--- src/include/lcs_pkg.sv ---
// Shared constants and types for the line card switch controller.
// Assumes a 32-bit AXI4-Lite master and one 50 MHz clock.
package lcs_pkg;
   // Register byte offsets
   localparam logic [7:0] LCS_A_ACC_DATA  = 8'h00;
   localparam logic [7:0] LCS_A_ACC_ADDR  = 8'h04;
   localparam logic [7:0] LCS_A_ACC_CMD   = 8'h08;
   localparam logic [7:0] LCS_A_EXT_STA   = 8'h0C;
   localparam logic [7:0] LCS_A_CHG_FIFO  = 8'h10;
   localparam logic [7:0] LCS_A_ARB_EN    = 8'h14;
   localparam logic [7:0] LCS_A_TX_DEST   = 8'h18;
   localparam logic [7:0] LCS_A_HDLC_CMD  = 8'h1C;
   localparam logic [7:0] LCS_A_HDLC_STA  = 8'h20;
   localparam logic [7:0] LCS_A_IRQ_MASK  = 8'h24;
   localparam logic [7:0] LCS_A_TX_FIFO   = 8'h28;
   localparam logic [7:0] LCS_A_RX_FIFO   = 8'h2C;
   localparam logic [7:0] LCS_A_PCM_TRI   = 8'h30;
   // Memory access commands
   localparam logic [7:0] LCS_CMD_WR_DATA = 8'h48;
   localparam logic [7:0] LCS_CMD_RD_DATA = 8'hC8;
   localparam logic [3:0] LCS_CMD_WR_DC   = 4'h7;
   localparam logic [3:0] LCS_CODE_64K    = 4'h1;
   // HDLC commands
   localparam logic [7:0] LCS_CMD_XMIT    = 8'h0A;
   localparam logic [7:0] LCS_CMD_RX_RST  = 8'h80;
   // Status bit positions
   localparam int         LCS_BIT_POOL   = 4;
   localparam int         LCS_BIT_CHG    = 6;
   localparam int         LCS_BIT_MSGEND = 7;
   // Command/indicate handling
   localparam logic [3:0] LCS_CI_RESET    = 4'hF;
   localparam logic [3:0] LCS_ARB_MASK    = 4'h4;
   localparam logic [1:0] LCS_CI_SLOT     = 2'b10;
   localparam logic [1:0] LCS_CI_PAD      = 2'b11;
   localparam logic [7:0] LCS_MASK_RESET  = 8'hFF;
   localparam int         LCS_NCH         = 8;
   localparam int         LCS_FIFO_D      = 16;
   // Bus answers
   localparam logic [1:0] LCS_RESP_OKAY   = 2'b00;
   localparam logic [1:0] LCS_RESP_SLVERR = 2'b10;

   typedef struct packed {
      logic [3:0] code;
      logic [7:0] data;
   } lcs_cmem_word_s;
endpackage : lcs_pkg

--- src/lcs_top.sv ---
// Line card switch controller: control memory access, C/I change queue,
// D-channel arbiter enables, HDLC transmit steering and interrupts.
// Assumes an AXI4-Lite master on clk; subscriber, PCM and HDLC sides
// are logic on the same clock.
//
// Decided for this implementation: the AXI4-Lite register port and the address map.
`timescale 1ns/100ps

module lcs_top (
   input  wire logic                clk,
   input  wire logic                resetn,
   input  wire logic [7:0]          s_axi_awaddr,
   input  wire logic                s_axi_awvalid,
   output logic                     s_axi_awready,
   input  wire logic [31:0]         s_axi_wdata,
   input  wire logic [3:0]          s_axi_wstrb,
   input  wire logic                s_axi_wvalid,
   output logic                     s_axi_wready,
   output logic [1:0]               s_axi_bresp,
   output logic                     s_axi_bvalid,
   input  wire logic                s_axi_bready,
   input  wire logic [7:0]          s_axi_araddr,
   input  wire logic                s_axi_arvalid,
   output logic                     s_axi_arready,
   output logic [31:0]              s_axi_rdata,
   output logic [1:0]               s_axi_rresp,
   output logic                     s_axi_rvalid,
   input  wire logic                s_axi_rready,
   output logic                     irq,
   input  wire logic                ci_up_valid,
   input  wire logic [2:0]          ci_up_chan,
   input  wire logic [3:0]          ci_up_code,
   output logic [31:0]              ci_dn_codes,
   input  wire logic                sub_up_valid,
   input  wire logic [4:0]          sub_up_slot,
   input  wire logic [7:0]          sub_up_data,
   output logic                     pcm_tx_valid,
   output logic [4:0]               pcm_tx_slot,
   output logic [7:0]               pcm_tx_data,
   output logic                     pcm_tx_oe,
   input  wire logic                sub_dn_req,
   input  wire logic [4:0]          sub_dn_slot,
   output logic                     sub_dn_valid,
   output logic [4:0]               sub_dn_src,
   output logic                     hdlc_tx_valid,
   input  wire logic                hdlc_tx_ready,
   output logic [7:0]               hdlc_tx_data,
   output logic                     hdlc_tx_last,
   output logic [2:0]               hdlc_tx_chan,
   input  wire logic                hdlc_rx_valid,
   output logic                     hdlc_rx_ready,
   input  wire logic [7:0]          hdlc_rx_data,
   input  wire logic                hdlc_rx_last
);
   import lcs_pkg::*;

   logic                 aw_have_r, w_have_r, bvalid_r, rvalid_r;
   logic [7:0]           awaddr_r;
   logic [31:0]          wdata_r, rdata_r, rd_val;
   logic [3:0]           wstrb_r;
   logic [1:0]           bresp_r, rresp_r;
   logic                 wr_fire, rd_fire, rd_err, wr_known;
   logic [7:0]           acc_data_r, acc_addr_r, arb_en_r, dest_r, mask_r, sta_r, sta_set;
   logic [31:0]          tri_r, ci_dn_r;
   logic                 cmd_go, fetch_r, fetch_ci_r, up_ci_sel;
   logic [7:0]           cmd_val;
   logic [3:0]           up_ci_r [LCS_NCH];
   logic [3:0]           dn_ci_r [LCS_NCH];
   lcs_cmem_word_s       wword;
   lcs_cmem_word_s [2:0] rword;
   logic [2:0][7:0]      raddr;
   logic                 we_data, we_code;
   logic                 chg_push, chg_empty, chg_full;
   logic [7:0]           chg_dout;
   logic [4:0]           chg_cnt, tx_cnt, rx_cnt;
   logic                 tx_empty, tx_full, tx_busy_r, tx_pop, pool_set;
   logic                 rx_full, rx_empty, rx_push;
   logic [7:0]           tx_dout, rx_dout;
   logic                 up_v_r, dn_v_r, pcm_v_r, pcm_oe_r, sdn_v_r;
   logic [7:0]           up_d_r, pcm_d_r;
   logic [4:0]           pcm_s_r, sdn_s_r;

   function automatic logic hw(input logic [7:0] a);
      return wr_fire && wstrb_r[0] && awaddr_r == a;
   endfunction : hw

   function automatic logic hr(input logic [7:0] a);
      return rd_fire && s_axi_araddr == a;
   endfunction : hr

   // PCM slot named by a control memory data byte
   function automatic logic [4:0] pcm_slot(input logic [7:0] d);
      return {d[6:3], d[0]};
   endfunction : pcm_slot

   // Write channel
   assign s_axi_awready = !aw_have_r;
   assign s_axi_wready  = !w_have_r;
   assign s_axi_bvalid  = bvalid_r;
   assign s_axi_bresp   = bresp_r;
   assign wr_fire       = aw_have_r && w_have_r && !bvalid_r;
   assign wr_known      = awaddr_r <= LCS_A_PCM_TRI && awaddr_r[1:0] == 2'b00;

   always_ff @(posedge clk or negedge resetn) begin
      if (!resetn) begin
         aw_have_r <= 1'b0;
         w_have_r  <= 1'b0;
         bvalid_r  <= 1'b0;
         bresp_r   <= LCS_RESP_OKAY;
         awaddr_r  <= '0;
         wdata_r   <= '0;
         wstrb_r   <= '0;
      end else begin
         if (s_axi_awvalid && !aw_have_r) begin
            aw_have_r <= 1'b1;
            awaddr_r  <= s_axi_awaddr;
         end
         if (s_axi_wvalid && !w_have_r) begin
            w_have_r <= 1'b1;
            wdata_r  <= s_axi_wdata;
            wstrb_r  <= s_axi_wstrb;
         end
         if (wr_fire) begin
            aw_have_r <= 1'b0;
            w_have_r  <= 1'b0;
            bvalid_r  <= 1'b1;
            bresp_r   <= wr_known ? LCS_RESP_OKAY : LCS_RESP_SLVERR;
         end else if (bvalid_r && s_axi_bready) begin
            bvalid_r <= 1'b0;
         end
      end
   end

   // Read channel
   assign s_axi_arready = !rvalid_r;
   assign s_axi_rvalid  = rvalid_r;
   assign s_axi_rdata   = rdata_r;
   assign s_axi_rresp   = rresp_r;
   assign rd_fire       = s_axi_arvalid && !rvalid_r;

   always_comb begin
      rd_val = '0;
      rd_err = 1'b0;
      unique case (s_axi_araddr)
         LCS_A_ACC_DATA: rd_val[7:0] = acc_data_r;
         LCS_A_ACC_ADDR: rd_val[7:0] = acc_addr_r;
         LCS_A_ACC_CMD:  rd_val[7:0] = '0;
         LCS_A_EXT_STA:  rd_val[LCS_BIT_CHG] = !chg_empty;
         LCS_A_CHG_FIFO: rd_val[7:0] = chg_empty ? 8'h00 : chg_dout;
         LCS_A_ARB_EN:   rd_val[7:0] = arb_en_r;
         LCS_A_TX_DEST:  rd_val[7:0] = dest_r;
         LCS_A_HDLC_CMD: rd_val[7:0] = {7'h00, tx_busy_r};
         LCS_A_HDLC_STA: rd_val[7:0] = sta_r;
         LCS_A_IRQ_MASK: rd_val[7:0] = mask_r;
         LCS_A_TX_FIFO:  rd_val[4:0] = tx_cnt;
         LCS_A_RX_FIFO:  rd_val[7:0] = rx_empty ? 8'h00 : rx_dout;
         LCS_A_PCM_TRI:  rd_val = tri_r;
         default:        rd_err = 1'b1;
      endcase
   end

   always_ff @(posedge clk or negedge resetn) begin
      if (!resetn) begin
         rvalid_r <= 1'b0;
         rdata_r  <= '0;
         rresp_r  <= LCS_RESP_OKAY;
      end else if (rd_fire) begin
         rvalid_r <= 1'b1;
         rdata_r  <= rd_val;
         rresp_r  <= rd_err ? LCS_RESP_SLVERR : LCS_RESP_OKAY;
      end else if (s_axi_rready) begin
         rvalid_r <= 1'b0;
      end
   end

   // Plain control registers
   always_ff @(posedge clk or negedge resetn) begin
      if (!resetn) begin
         arb_en_r <= '0;
         dest_r   <= '0;
         mask_r   <= LCS_MASK_RESET;
         acc_addr_r <= '0;
      end else begin
         if (hw(LCS_A_ARB_EN)) begin
            arb_en_r <= wdata_r[7:0];
         end
         if (hw(LCS_A_TX_DEST)) begin
            dest_r <= wdata_r[7:0];
         end
         if (hw(LCS_A_IRQ_MASK)) begin
            mask_r <= wdata_r[7:0];
         end
         if (hw(LCS_A_ACC_ADDR)) begin
            acc_addr_r <= wdata_r[7:0];
         end
      end
   end

   // PCM tristate enables, all high impedance after reset
   always_ff @(posedge clk or negedge resetn) begin
      if (!resetn) begin
         tri_r <= '0;
      end else if (wr_fire && awaddr_r == LCS_A_PCM_TRI) begin
         for (int b = 0; b < 4; b++) begin
            if (wstrb_r[b]) begin
               tri_r[b*8 +: 8] <= wdata_r[b*8 +: 8];
            end
         end
      end
   end

   // Memory access command
   assign cmd_go    = hw(LCS_A_ACC_CMD);
   assign cmd_val   = wdata_r[7:0];
   assign up_ci_sel = acc_addr_r[7] && acc_addr_r[3:2] == LCS_CI_SLOT && acc_addr_r[1:0] == 2'b00;
   assign we_data   = cmd_go && (cmd_val == LCS_CMD_WR_DATA || cmd_val[7:4] == LCS_CMD_WR_DC);
   assign we_code   = cmd_go && cmd_val[7:4] == LCS_CMD_WR_DC;
   assign wword     = '{code: cmd_val[3:0], data: acc_data_r};
   assign raddr[0]  = acc_addr_r;
   assign raddr[1]  = {1'b1, sub_up_slot, 2'b00};
   assign raddr[2]  = {1'b0, sub_dn_slot, 2'b00};

   lcs_cmem #(.NRD(3)) u_cmem (
      .clk     (clk),
      .resetn  (resetn),
      .we_data (we_data),
      .we_code (we_code),
      .waddr   (acc_addr_r),
      .wword   (wword),
      .raddr   (raddr),
      .rword   (rword)
   );

   always_ff @(posedge clk or negedge resetn) begin
      if (!resetn) begin
         fetch_r    <= 1'b0;
         fetch_ci_r <= 1'b0;
         acc_data_r <= '0;
      end else begin
         fetch_r    <= cmd_go && cmd_val == LCS_CMD_RD_DATA;
         fetch_ci_r <= up_ci_sel;
         if (hw(LCS_A_ACC_DATA)) begin
            acc_data_r <= wdata_r[7:0];
         end else if (fetch_r && fetch_ci_r) begin
            acc_data_r <= {LCS_CI_PAD, up_ci_r[acc_addr_r[6:4]], LCS_CI_PAD};
         end else if (fetch_r) begin
            acc_data_r <= rword[0].data;
         end
      end
   end

   // Command/indicate shadows; channel n sits in slot 4n+2, downstream in port 0 and upstream in port 1
   always_ff @(posedge clk or negedge resetn) begin
      if (!resetn) begin
         for (int c = 0; c < LCS_NCH; c++) begin
            up_ci_r[c] <= LCS_CI_RESET;
            dn_ci_r[c] <= LCS_CI_RESET;
         end
      end else begin
         if (ci_up_valid) begin
            up_ci_r[ci_up_chan] <= ci_up_code;
         end
         if (we_data && !acc_addr_r[7] && acc_addr_r[3:2] == LCS_CI_SLOT
             && acc_addr_r[1:0] == 2'b00) begin
            dn_ci_r[acc_addr_r[6:4]] <= acc_data_r[5:2];
         end
      end
   end

   always_ff @(posedge clk or negedge resetn) begin
      if (!resetn) begin
         ci_dn_r <= {LCS_NCH{LCS_CI_RESET}};
      end else begin
         for (int c = 0; c < LCS_NCH; c++) begin
            ci_dn_r[c*4 +: 4] <= dn_ci_r[c] & ~(arb_en_r[c] ? LCS_ARB_MASK : 4'h0);
         end
      end
   end
   assign ci_dn_codes = ci_dn_r;

   // Change queue, one entry per change
   assign chg_push = ci_up_valid && ci_up_code != up_ci_r[ci_up_chan];

   lcs_fifo #(.W(8), .D(LCS_FIFO_D)) u_chg (
      .clk    (clk),
      .resetn (resetn),
      .flush  (1'b0),
      .push   (chg_push),
      .din    ({1'b1, ci_up_chan, LCS_CI_SLOT, 2'b00}),
      .pop    (hr(LCS_A_CHG_FIFO)),
      .dout   (chg_dout),
      .empty  (chg_empty),
      .full   (chg_full),
      .count  (chg_cnt)
   );

   // HDLC transmit
   assign hdlc_tx_valid = tx_busy_r && !tx_empty;
   assign hdlc_tx_last  = tx_cnt == 5'h01;
   assign hdlc_tx_data  = tx_dout;
   assign hdlc_tx_chan  = dest_r[2:0];
   assign tx_pop        = hdlc_tx_valid && hdlc_tx_ready;
   assign pool_set      = (tx_pop && hdlc_tx_last) || (tx_busy_r && tx_empty);

   lcs_fifo #(.W(8), .D(LCS_FIFO_D)) u_tx (
      .clk    (clk),
      .resetn (resetn),
      .flush  (1'b0),
      .push   (hw(LCS_A_TX_FIFO)),
      .din    (wdata_r[7:0]),
      .pop    (tx_pop),
      .dout   (tx_dout),
      .empty  (tx_empty),
      .full   (tx_full),
      .count  (tx_cnt)
   );

   always_ff @(posedge clk or negedge resetn) begin
      if (!resetn) begin
         tx_busy_r <= 1'b0;
      end else if (hw(LCS_A_HDLC_CMD) && cmd_val == LCS_CMD_XMIT) begin
         tx_busy_r <= 1'b1;
      end else if (pool_set) begin
         tx_busy_r <= 1'b0;
      end
   end

   // HDLC receive
   assign hdlc_rx_ready = !rx_full;
   assign rx_push       = hdlc_rx_valid && !rx_full;

   lcs_fifo #(.W(8), .D(LCS_FIFO_D)) u_rx (
      .clk    (clk),
      .resetn (resetn),
      .flush  (hw(LCS_A_HDLC_CMD) && cmd_val == LCS_CMD_RX_RST),
      .push   (rx_push),
      .din    (hdlc_rx_data),
      .pop    (hr(LCS_A_RX_FIFO)),
      .dout   (rx_dout),
      .empty  (rx_empty),
      .full   (rx_full),
      .count  (rx_cnt)
   );

   // Sticky status, cleared by read; a set in the same cycle wins
   always_comb begin
      sta_set = '0;
      sta_set[LCS_BIT_POOL]   = pool_set;
      sta_set[LCS_BIT_MSGEND] = rx_push && hdlc_rx_last;
   end

   always_ff @(posedge clk or negedge resetn) begin
      if (!resetn) begin
         sta_r <= '0;
      end else begin
         sta_r <= (hr(LCS_A_HDLC_STA) ? 8'h00 : sta_r) | sta_set;
      end
   end

   assign irq = |(sta_r & mask_r) || (!chg_empty && mask_r[LCS_BIT_CHG]);

   // Switching paths, two cycles from request to output
   always_ff @(posedge clk or negedge resetn) begin
      if (!resetn) begin
         up_v_r   <= 1'b0;
         up_d_r   <= '0;
         dn_v_r   <= 1'b0;
         pcm_v_r  <= 1'b0;
         pcm_s_r  <= '0;
         pcm_d_r  <= '0;
         pcm_oe_r <= 1'b0;
         sdn_v_r  <= 1'b0;
         sdn_s_r  <= '0;
      end else begin
         up_v_r   <= sub_up_valid;
         up_d_r   <= sub_up_data;
         dn_v_r   <= sub_dn_req;
         pcm_v_r  <= up_v_r && rword[1].code == LCS_CODE_64K;
         pcm_s_r  <= pcm_slot(rword[1].data);
         pcm_d_r  <= up_d_r;
         pcm_oe_r <= up_v_r && rword[1].code == LCS_CODE_64K
                     && tri_r[pcm_slot(rword[1].data)];
         sdn_v_r  <= dn_v_r && rword[2].code == LCS_CODE_64K;
         sdn_s_r  <= pcm_slot(rword[2].data);
      end
   end

   assign pcm_tx_valid = pcm_v_r;
   assign pcm_tx_slot  = pcm_s_r;
   assign pcm_tx_data  = pcm_d_r;
   assign pcm_tx_oe    = pcm_oe_r;
   assign sub_dn_valid = sdn_v_r;
   assign sub_dn_src   = sdn_s_r;
endmodule : lcs_top

--- src/lcs_cmem.sv ---
// Switch control memory: 256 words, split write enables, registered reads.
// Assumes one clock; read data lag the address by one edge.
`timescale 1ns/100ps
module lcs_cmem #(parameter int NRD = 3) (
   input  wire logic                            clk,
   input  wire logic                            resetn,
   input  wire logic                            we_data,
   input  wire logic                            we_code,
   input  wire logic [7:0]                      waddr,
   input  wire lcs_pkg::lcs_cmem_word_s         wword,
   input  wire logic [NRD-1:0][7:0]             raddr,
   output lcs_pkg::lcs_cmem_word_s [NRD-1:0]    rword
);
   import lcs_pkg::*;

   lcs_cmem_word_s mem_r [256];

   always_ff @(posedge clk or negedge resetn) begin
      if (!resetn) begin
         for (int i = 0; i < 256; i++) begin
            mem_r[i] <= '0;
         end
      end else begin
         if (we_data) begin
            mem_r[waddr].data <= wword.data;
         end
         if (we_code) begin
            mem_r[waddr].code <= wword.code;
         end
      end
   end

   for (genvar g = 0; g < NRD; g++) begin : g_rd
      always_ff @(posedge clk or negedge resetn) begin
         if (!resetn) begin
            rword[g] <= '0;
         end else begin
            rword[g] <= mem_r[raddr[g]];
         end
      end
   end
endmodule : lcs_cmem

--- src/lcs_fifo.sv ---
// Small synchronous FIFO with flush; full pushes and empty pops are ignored.
// Assumes one clock; dout shows the oldest entry.
`timescale 1ns/100ps
module lcs_fifo #(parameter int W = 8, parameter int D = 16) (
   input  wire logic                   clk,
   input  wire logic                   resetn,
   input  wire logic                   flush,
   input  wire logic                   push,
   input  wire logic [W-1:0]           din,
   input  wire logic                   pop,
   output logic [W-1:0]                dout,
   output logic                        empty,
   output logic                        full,
   output logic [$clog2(D):0]          count
);
   localparam int AW = $clog2(D);

   logic [W-1:0]  mem_r [D];
   logic [AW-1:0] wp_r;
   logic [AW-1:0] rp_r;
   logic [AW:0]   cnt_r;
   logic          do_push;
   logic          do_pop;

   assign empty   = cnt_r == '0;
   assign full    = cnt_r == (AW+1)'(D);
   assign count   = cnt_r;
   assign dout    = mem_r[rp_r];
   assign do_push = push && !full;
   assign do_pop  = pop && !empty;

   always_ff @(posedge clk) begin
      if (do_push) begin
         mem_r[wp_r] <= din;
      end
   end

   always_ff @(posedge clk or negedge resetn) begin
      if (!resetn) begin
         wp_r  <= '0;
         rp_r  <= '0;
         cnt_r <= '0;
      end else if (flush) begin
         wp_r  <= '0;
         rp_r  <= '0;
         cnt_r <= '0;
      end else begin
         wp_r  <= do_push ? wp_r + 1'b1 : wp_r;
         rp_r  <= do_pop ? rp_r + 1'b1 : rp_r;
         cnt_r <= cnt_r + (AW+1)'(do_push) - (AW+1)'(do_pop);
      end
   end
endmodule : lcs_fifo

--- config.mk ---
export PLATFORM = sky130hd
export DESIGN_NAME = lcs_top
export DESIGN_NICKNAME = d
export VERILOG_FILES = /design/src/include/lcs_pkg.sv /design/src/lcs_top.sv /design/src/lcs_cmem.sv /design/src/lcs_fifo.sv
export SDC_FILE = /design/constraint.sdc
export NUM_CORES = 2
export LEC_CHECK = 0
export BUFFER_PORTS_ARGS = -buffer_cell sky130_fd_sc_hd__buf_2
export CAP_MARGIN = 20
export CORE_AREA = 4 4 570 685
export CTS_BUF_LIST = sky130_fd_sc_hd__clkbuf_16
export CTS_CLUSTER_DIAMETER = 150
export DETAILED_ROUTE_END_ITERATION = 12
export DIE_AREA = 0 0 574 689
export MAX_ROUTING_LAYER = met4
export RECOVER_POWER = 25
export SETUP_SLACK_MARGIN = 0.5
export SYNTH_ARGS = -nofsm -noshare
export SYNTH_HDL_FRONTEND = slang
export SYNTH_SLANG_ARGS = --single-unit
--- constraint.sdc ---
create_clock -name clk -period 3.27 [get_ports clk]
set_input_delay 0.1635 -clock clk [delete_from_list [all_inputs] [get_ports clk]]
set_output_delay 0.1635 -clock clk [all_outputs]
set_load 0.01 [all_outputs]
== Yosys cells after proc, flatten, opt, wreduce, memory -nomap -nowiden ==
Memory sizes are Yosys's and may differ from the RTL's.
Cells that the tools add are included.
Storage, ports and cells
  bits in writable memories: 304
  logic and storage cells: 815
  memories kept: 3
  output and inout bits: 109
  bits of input ports: 98
  register bits after elaboration: 3435
Memories
  u_rx.mem_r: depth 16, bits a word 8, rd ports 1, clocked after Yosys merged registers in 0, wr ports 1, RTL line lcs_fifo.sv:18  | logic [W-1:0] mem_r [D];
  u_tx.mem_r: depth 16, bits a word 8, rd ports 1, clocked after Yosys merged registers in 0, wr ports 1, RTL line lcs_fifo.sv:18
  u_chg.mem_r: depth 16, bits a word 3, rd ports 1, clocked after Yosys merged registers in 0, wr ports 1, RTL line lcs_fifo.sv:18
Cells by class
  multiplexer cells: 73
  order comparisons: 10
  equality and inequality tests: 33
  bitwise operators: 23
  add/subtract/negate cells: 12
  reductions and logical operators: 86
Operators with widths (count)
  3072-bit bitwise mux: 2
  3072-bit two-way mux: 2
  12-bit binary-select mux with 8-bit select: 3
  12-bit demux with 8-bit select: 2
  8-bit two-way mux: 9
  32-bit bitwise mux: 2
  8-bit by 6-bit == test with 1-bit output (second input constant): 8
  12-bit two-way mux: 5
  8-bit by 5-bit == test with 1-bit output (second input constant): 7
  5-bit case mux with 11 select lines: 1
  1-bit logical AND: 51
  4-bit two-way mux: 10
  3-bit inverter with 4-bit output: 10
  4-bit bitwise AND: 8
  8-bit by 4-bit == test with 1-bit output (second input constant): 4
  9-bit >= comparator (second input constant): 3
  4-bit by 1-bit adder with 4-bit output (second input constant): 6
  4-bit binary-select mux with 3-bit select: 2
  4-bit demux with 3-bit select: 2
  24-bit two-way mux: 1
  3-bit two-way mux: 8
  8-bit inverter with 9-bit output: 2
  1-bit case mux with 9 select lines: 2
  1-bit two-way mux: 17
  33 further kinds: 70

== Depth between registers and ports, before layout ==
  depth in word-level cells: 9
  depth in mapped cells: 16
  gate-level depth less buffers: 16

== Hierarchy ==
From an unflattened synthesis, not the netlist that was laid out.
Unflattened totals
  cell total of the unflattened synthesis: 15259
  area total of the unflattened synthesis: 222175.6 µm²
By module, submodules not included
  lcs_cmem: cells each 13346, sequential area each 77774.6 µm², times used 1, area an instance 192276.9 µm²
  lcs_top: cells each 933, sequential area each 7287.0 µm², times used 1, area an instance 12464.5 µm²
  lcs_fifo (u_chg ...): cells each 338, sequential area each 4169.0 µm², times used 2, area an instance 5815.6 µm²
  lcs_fifo (u_tx): cells each 304, sequential area each 4169.0 µm², times used 1, area an instance 5803.1 µm²

== Worst setup path after synthesis ==
Ideal clock, no wire load.
  path kind: input-to-reg
  from: input port ci_up_chan[0]
  to: register u_chg.cnt_r[4] (netlist: u_chg.count[4])
  path buffers: 2
  data required time: 3147 ps
  slack: 195 ps
  data arrival time: 2952 ps
  cell stages on the path: 13
  library setup time: 123 ps
  path through: buf_2 buf_4 mux2i_1 mux4_2 xnor2_1 o41ai_4 inv_1 ha_1 fa_1 a21oi_1 nor2_1 nor2_1 xnor2_1
On the way
  longest elaborated chain between the ends: 9
RTL lines
  from (decl): RTL line lcs_top.sv:31  | input wire logic [2:0] ci_up_chan,
  3-bit inverter with 4-bit output (implied by the code): RTL line lcs_top.sv:282  | assign chg_push = ci_up_valid && ci_up_code != up_ci_r[ci_up_chan];
  4-bit binary-select mux with 3-bit select: RTL line lcs_top.sv:282
  4-bit two-way mux (implied by the code) (2 in series): RTL line lcs_top.sv:282
  4-bit != test: RTL line lcs_top.sv:282
  1-bit logical AND: RTL line lcs_top.sv:282
  1-bit logical AND: RTL line lcs_fifo.sv:29  | assign do_push = push && !full;
  named net u_chg.do_push: RTL line lcs_fifo.sv:22  | logic do_push;
  5-bit by 1-bit adder with 5-bit output: RTL line lcs_fifo.sv:50  | cnt_r <= cnt_r + (AW+1)'(do_push) - (AW+1)'(do_pop);
  5-bit by 1-bit subtractor with 5-bit output: RTL line lcs_fifo.sv:50
  to (signal assigned): RTL line lcs_fifo.sv:50
  to (decl): RTL line lcs_fifo.sv:21  | logic [AW:0] cnt_r;
The timed path passes the listed nets, and every way through them passes these cells. The select of a mux whose other input is x is not followed.
A chain may end at the register's enable or synchronous reset.

== Worst setup path after layout ==
  from: register acc_addr_r[0]
  to: register u_cmem.rword[1] (netlist name)
On the way
  longest elaborated chain between the ends: 4
RTL lines
  from (decl): RTL line lcs_top.sv:63  | logic [7:0] acc_data_r, acc_addr_r, arb_en_r, dest_r, mask_r, sta_r, sta_set;
  from (signal assigned): RTL line lcs_top.sv:194  | acc_addr_r <= wdata_r[7:0];
  8-bit inverter with 9-bit output (implied by the code): RTL line lcs_cmem.sv:38  | rword[g] <= mem_r[raddr[g]];
  12-bit binary-select mux with 8-bit select: RTL line lcs_cmem.sv:38
  8-bit two-way mux (implied by the code) (2 in series): RTL line lcs_cmem.sv:38
Every way passes these cells. The select of a mux whose other input is x is not followed.

==> flow_summary.toml <==
[synthesis]
ys_types = 73
ys.flop_type = "dfrtp_1"
synth.area.top_cells = "dfrtp_1 (48%), mux2_2 (19%), mux4_2 (14%), edfxtp_1 (6.8%), mux2_1 (2.4%)"
avgSynthCellArea_um2 = 16.0
netlist.area_leader.share = 0.477
yosys_warnings = 0
synth_top_area_cell = "dfrtp_1"
synth.cell_area_um2 = 134000
ys_async_sr_fraction = 0.897
synth_edf_count = 304
syn_inst = 8359
synth-seq-cells = 2959
ys_seq_area_frac = 0.565

[sta]
fmax_mhz = 306
worst_pin_slew_ns = 1.85
setup_violations = 1
period_share = 1.00
hold_viol_final = 0
fin_skew_ns = 0.0726
relSlewSlack = -0.230
rsz0062_at_grt = "true"
post-route-min-period_ns = 3.27
hold_slack_ns = 0.112
slew_viol_final = 24
setup_ws_ns = -0.00122

[finish]
fin_cells = 14386
drive_gt1_frac = 0.532
area_growth_syn_to_layout_pct = 20.1
layout.nets = 9226

[routing]
dr.first_iter.drc_count = 5533
antenna_left = 0
top_layer = "met4"
routed-wl-met2_um = 203000
dr.pass1.iters = 7
vias = 79385
drt-wirelength-per-cell_um = 27.6
drt-total-wl_um = 398000
wl_met1_um = 159000
drc = 0
met3_length_um = 16700
viasPerCell = 5.52

[clocking]
cts.clk_slew.worst_paths_ns = 0.06
cts_sinks = 2959
cts.root.buffer_cell = "clkbuf_16"
clockBufferDepth = 4
cts_tree = "yes"
clk-insertion-delay-late_ns = 0.95
htree_levels = 5
numCtsBuffers = 322

[critical_path]
crit_path_end_kind = "flip-flop"
cp.depth = 12
r2r_cells = 12
regToRegSetupSlack_ns = -0.001
crit_buf_inv = 6
critPathMaxStageDelay_ns = 0.52
crit_path_top_delay_cell = "dfrtp_4"
crit_family = "buffers and inverters"
arrival_ns = 4.07
path_max_fanout = 7
required_ns = 4.07
critPathLaunchType = "flip-flop"
path_cells = "buf_12 -> buf_6 -> buf_16 -> buf_12 -> mux4_2 -> a22oi_2 -> a21oi_1 -> buf_4 -> nor4_4 -> buf_4 -> o22ai_4 -> or2_4"
worstSetupPathType = "reg2reg"

[floorplanning]
dieArea_um2 = 395000
die_w_um = 574
core-area_um2 = 383000
initial_core_util = 0.349
io_pins = 207
die_y_um = 689
num_rows = 249

[worst_hold_path]
hold_class = "in2reg"
hold_depth = 6

[placement]
dp_hpwl_um = 261000
routabilityCongestion = 0.875
port_buffers = 204
placed_cells = 13458

[grt]
grt_max_degree = 179
grt_pass1_vias = 86167
antenna_found_initial = 17
overflow = 0
track_usage = 0.202
grt_pass1_wl_um = 589000

[run]
cap_violations = 1

[power_and_ir_drop]
leakage_nw = 72.2
cellPowerDensity_nw_per_um2 = 542
ir_worst_vdd_v = 0.000516

[run_status]
violations = "max-capacitance violations, max-slew violations, negative setup slack"
outcome = "finished with violations"
[cell usage in the layout, fill, tap and decap left out, drive strengths merged, types with 148 or more instances in the layout]
master	count
nand2	340
edfxtp	304
clkbuf	402
dfrtp	2551
mux4	809
mux2	2495
dlygate4sd3	165
a21oi	148
buf	810
nor2	185
a22oi	265
[worst register-to-register path, cell delays in order (launching register included)]
cell	delay [ns]
dfrtp_4	0.52
buf_12	0.18
buf_6	0.13
buf_16	0.17
buf_12	0.17
mux4_2	0.50
a22oi_2	0.26
a21oi_1	0.11
buf_4	0.19
nor4_4	0.34
buf_4	0.20
o22ai_4	0.09
or2_4	0.30
[report_power, final]
part / internal (mW) / switching [mW] / total, mW
logic: 4.01 / 7.26 / 11.3
clock network: 21.1 / 15.4 / 36.5
registers: 38.4 / 0.957 / 39.4
[layer usage]
layer | GRT usage | vias to the layer above
met2 | 0.343 | 2057
met4 | 0.0830 | 0
met1 | 0.245 | 43477
met3 | 0.0266 | 749
met5 | - | -
li1 | - | 33102
[registers in the layout, indices dropped and copies added (netlist names), 26 cells and up]
signal and cells:
u_chg.mem_r 48, s_axi_rdata 32, up_ci_r 32, u_tx.mem_r 128, u_rx.mem_r 128, wdata_r 32, u_cmem.mem_r 2304, tri_r 32
u_cmem.rword 26, dn_ci_r 32, ci_dn_codes 32
[path summary, 6_finish.rpt]
kind	from	to
max in group asynchronous	resetn	u_cmem.mem_r[2581]
setup / recovery	acc_addr_r[0]	u_cmem.rword[1]
hold reg to reg	up_d_r[0]	pcm_tx_data[0]
hold / removal	s_axi_araddr[3]	s_axi_rdata[6]
setup reg to reg	acc_addr_r[0]	u_cmem.rword[1]
min in group asynchronous	resetn	dn_ci_r[2]
[Yosys cell counts (all sizes together) (21+ instances only)]
master and n:
o22ai 22, nand2 340, clkbuf 434, mux2 2495
mux4 809, xnor2 22, buf 210, dfstp 104
edfxtp 304, mux2i 29, dfrtp 2551, nand3 41
nor2b 21, o21ai 28, inv 49, nor3 41
nor4 45, a21oi 148, nor2 185, ha 33
and2 35, a22oi 265
[cells by family (layout without fill, tap and decap cells)]
kind of cell,after synthesis,after routing,share of synthesized area
compound gates,499,499,0.0248
flops,2959,2959,0.565
xor+xnor,34,34,0.00222
buf+inv,694,1691,0.0211
fa+ha+maj,36,36,0.00353
other cells,1,11,0.0000280
mux,3333,3333,0.348
simple gates,803,803,0.0349
[through the flow]
step / power (mW) / instance area, µm² / setup WS (ns) / TNS [ns] / utilization
detailed placement: 50.0 / 144000 / -0.723 / -4.71 / 0.376
finish: 87.1 / 161000 / -0.00122 / -0.00122 / 0.420
global placement: 49.7 / 144000 / -0.761 / -5.24 / 0.376
floorplan: 45.1 / 134000 / 0.407 / 0 / -
global route: 90.3 / 161000 / -0.00203 / -0.00203 / 0.420
CTS: 87.5 / 158000 / 0.0356 / 0 / 0.413
[final cells by class]
class                           count  area [µm²]
Clock buffer                      330        8260
Sequential cell                  2959       75700
Antenna cell                        9        22.5
Multi-Input combinational cell   4707       57400
Inverter                           50         188
Clock inverter                    259        2260
Timing Repair Buffer             1052       10700
Fill cell                       34140      222000
Tap cell                         5020        6280
[what timing repair did]
action,in CTS,in global routing
hold buffers,166,0
endpoints found under the setup margin,2465,1256
hold endpoints to repair,2347,0
gates resized for setup,226,389
setup buffers,48,87
cloned,17,12
pin swaps,55,76
(Power assumes the default switching activity.)
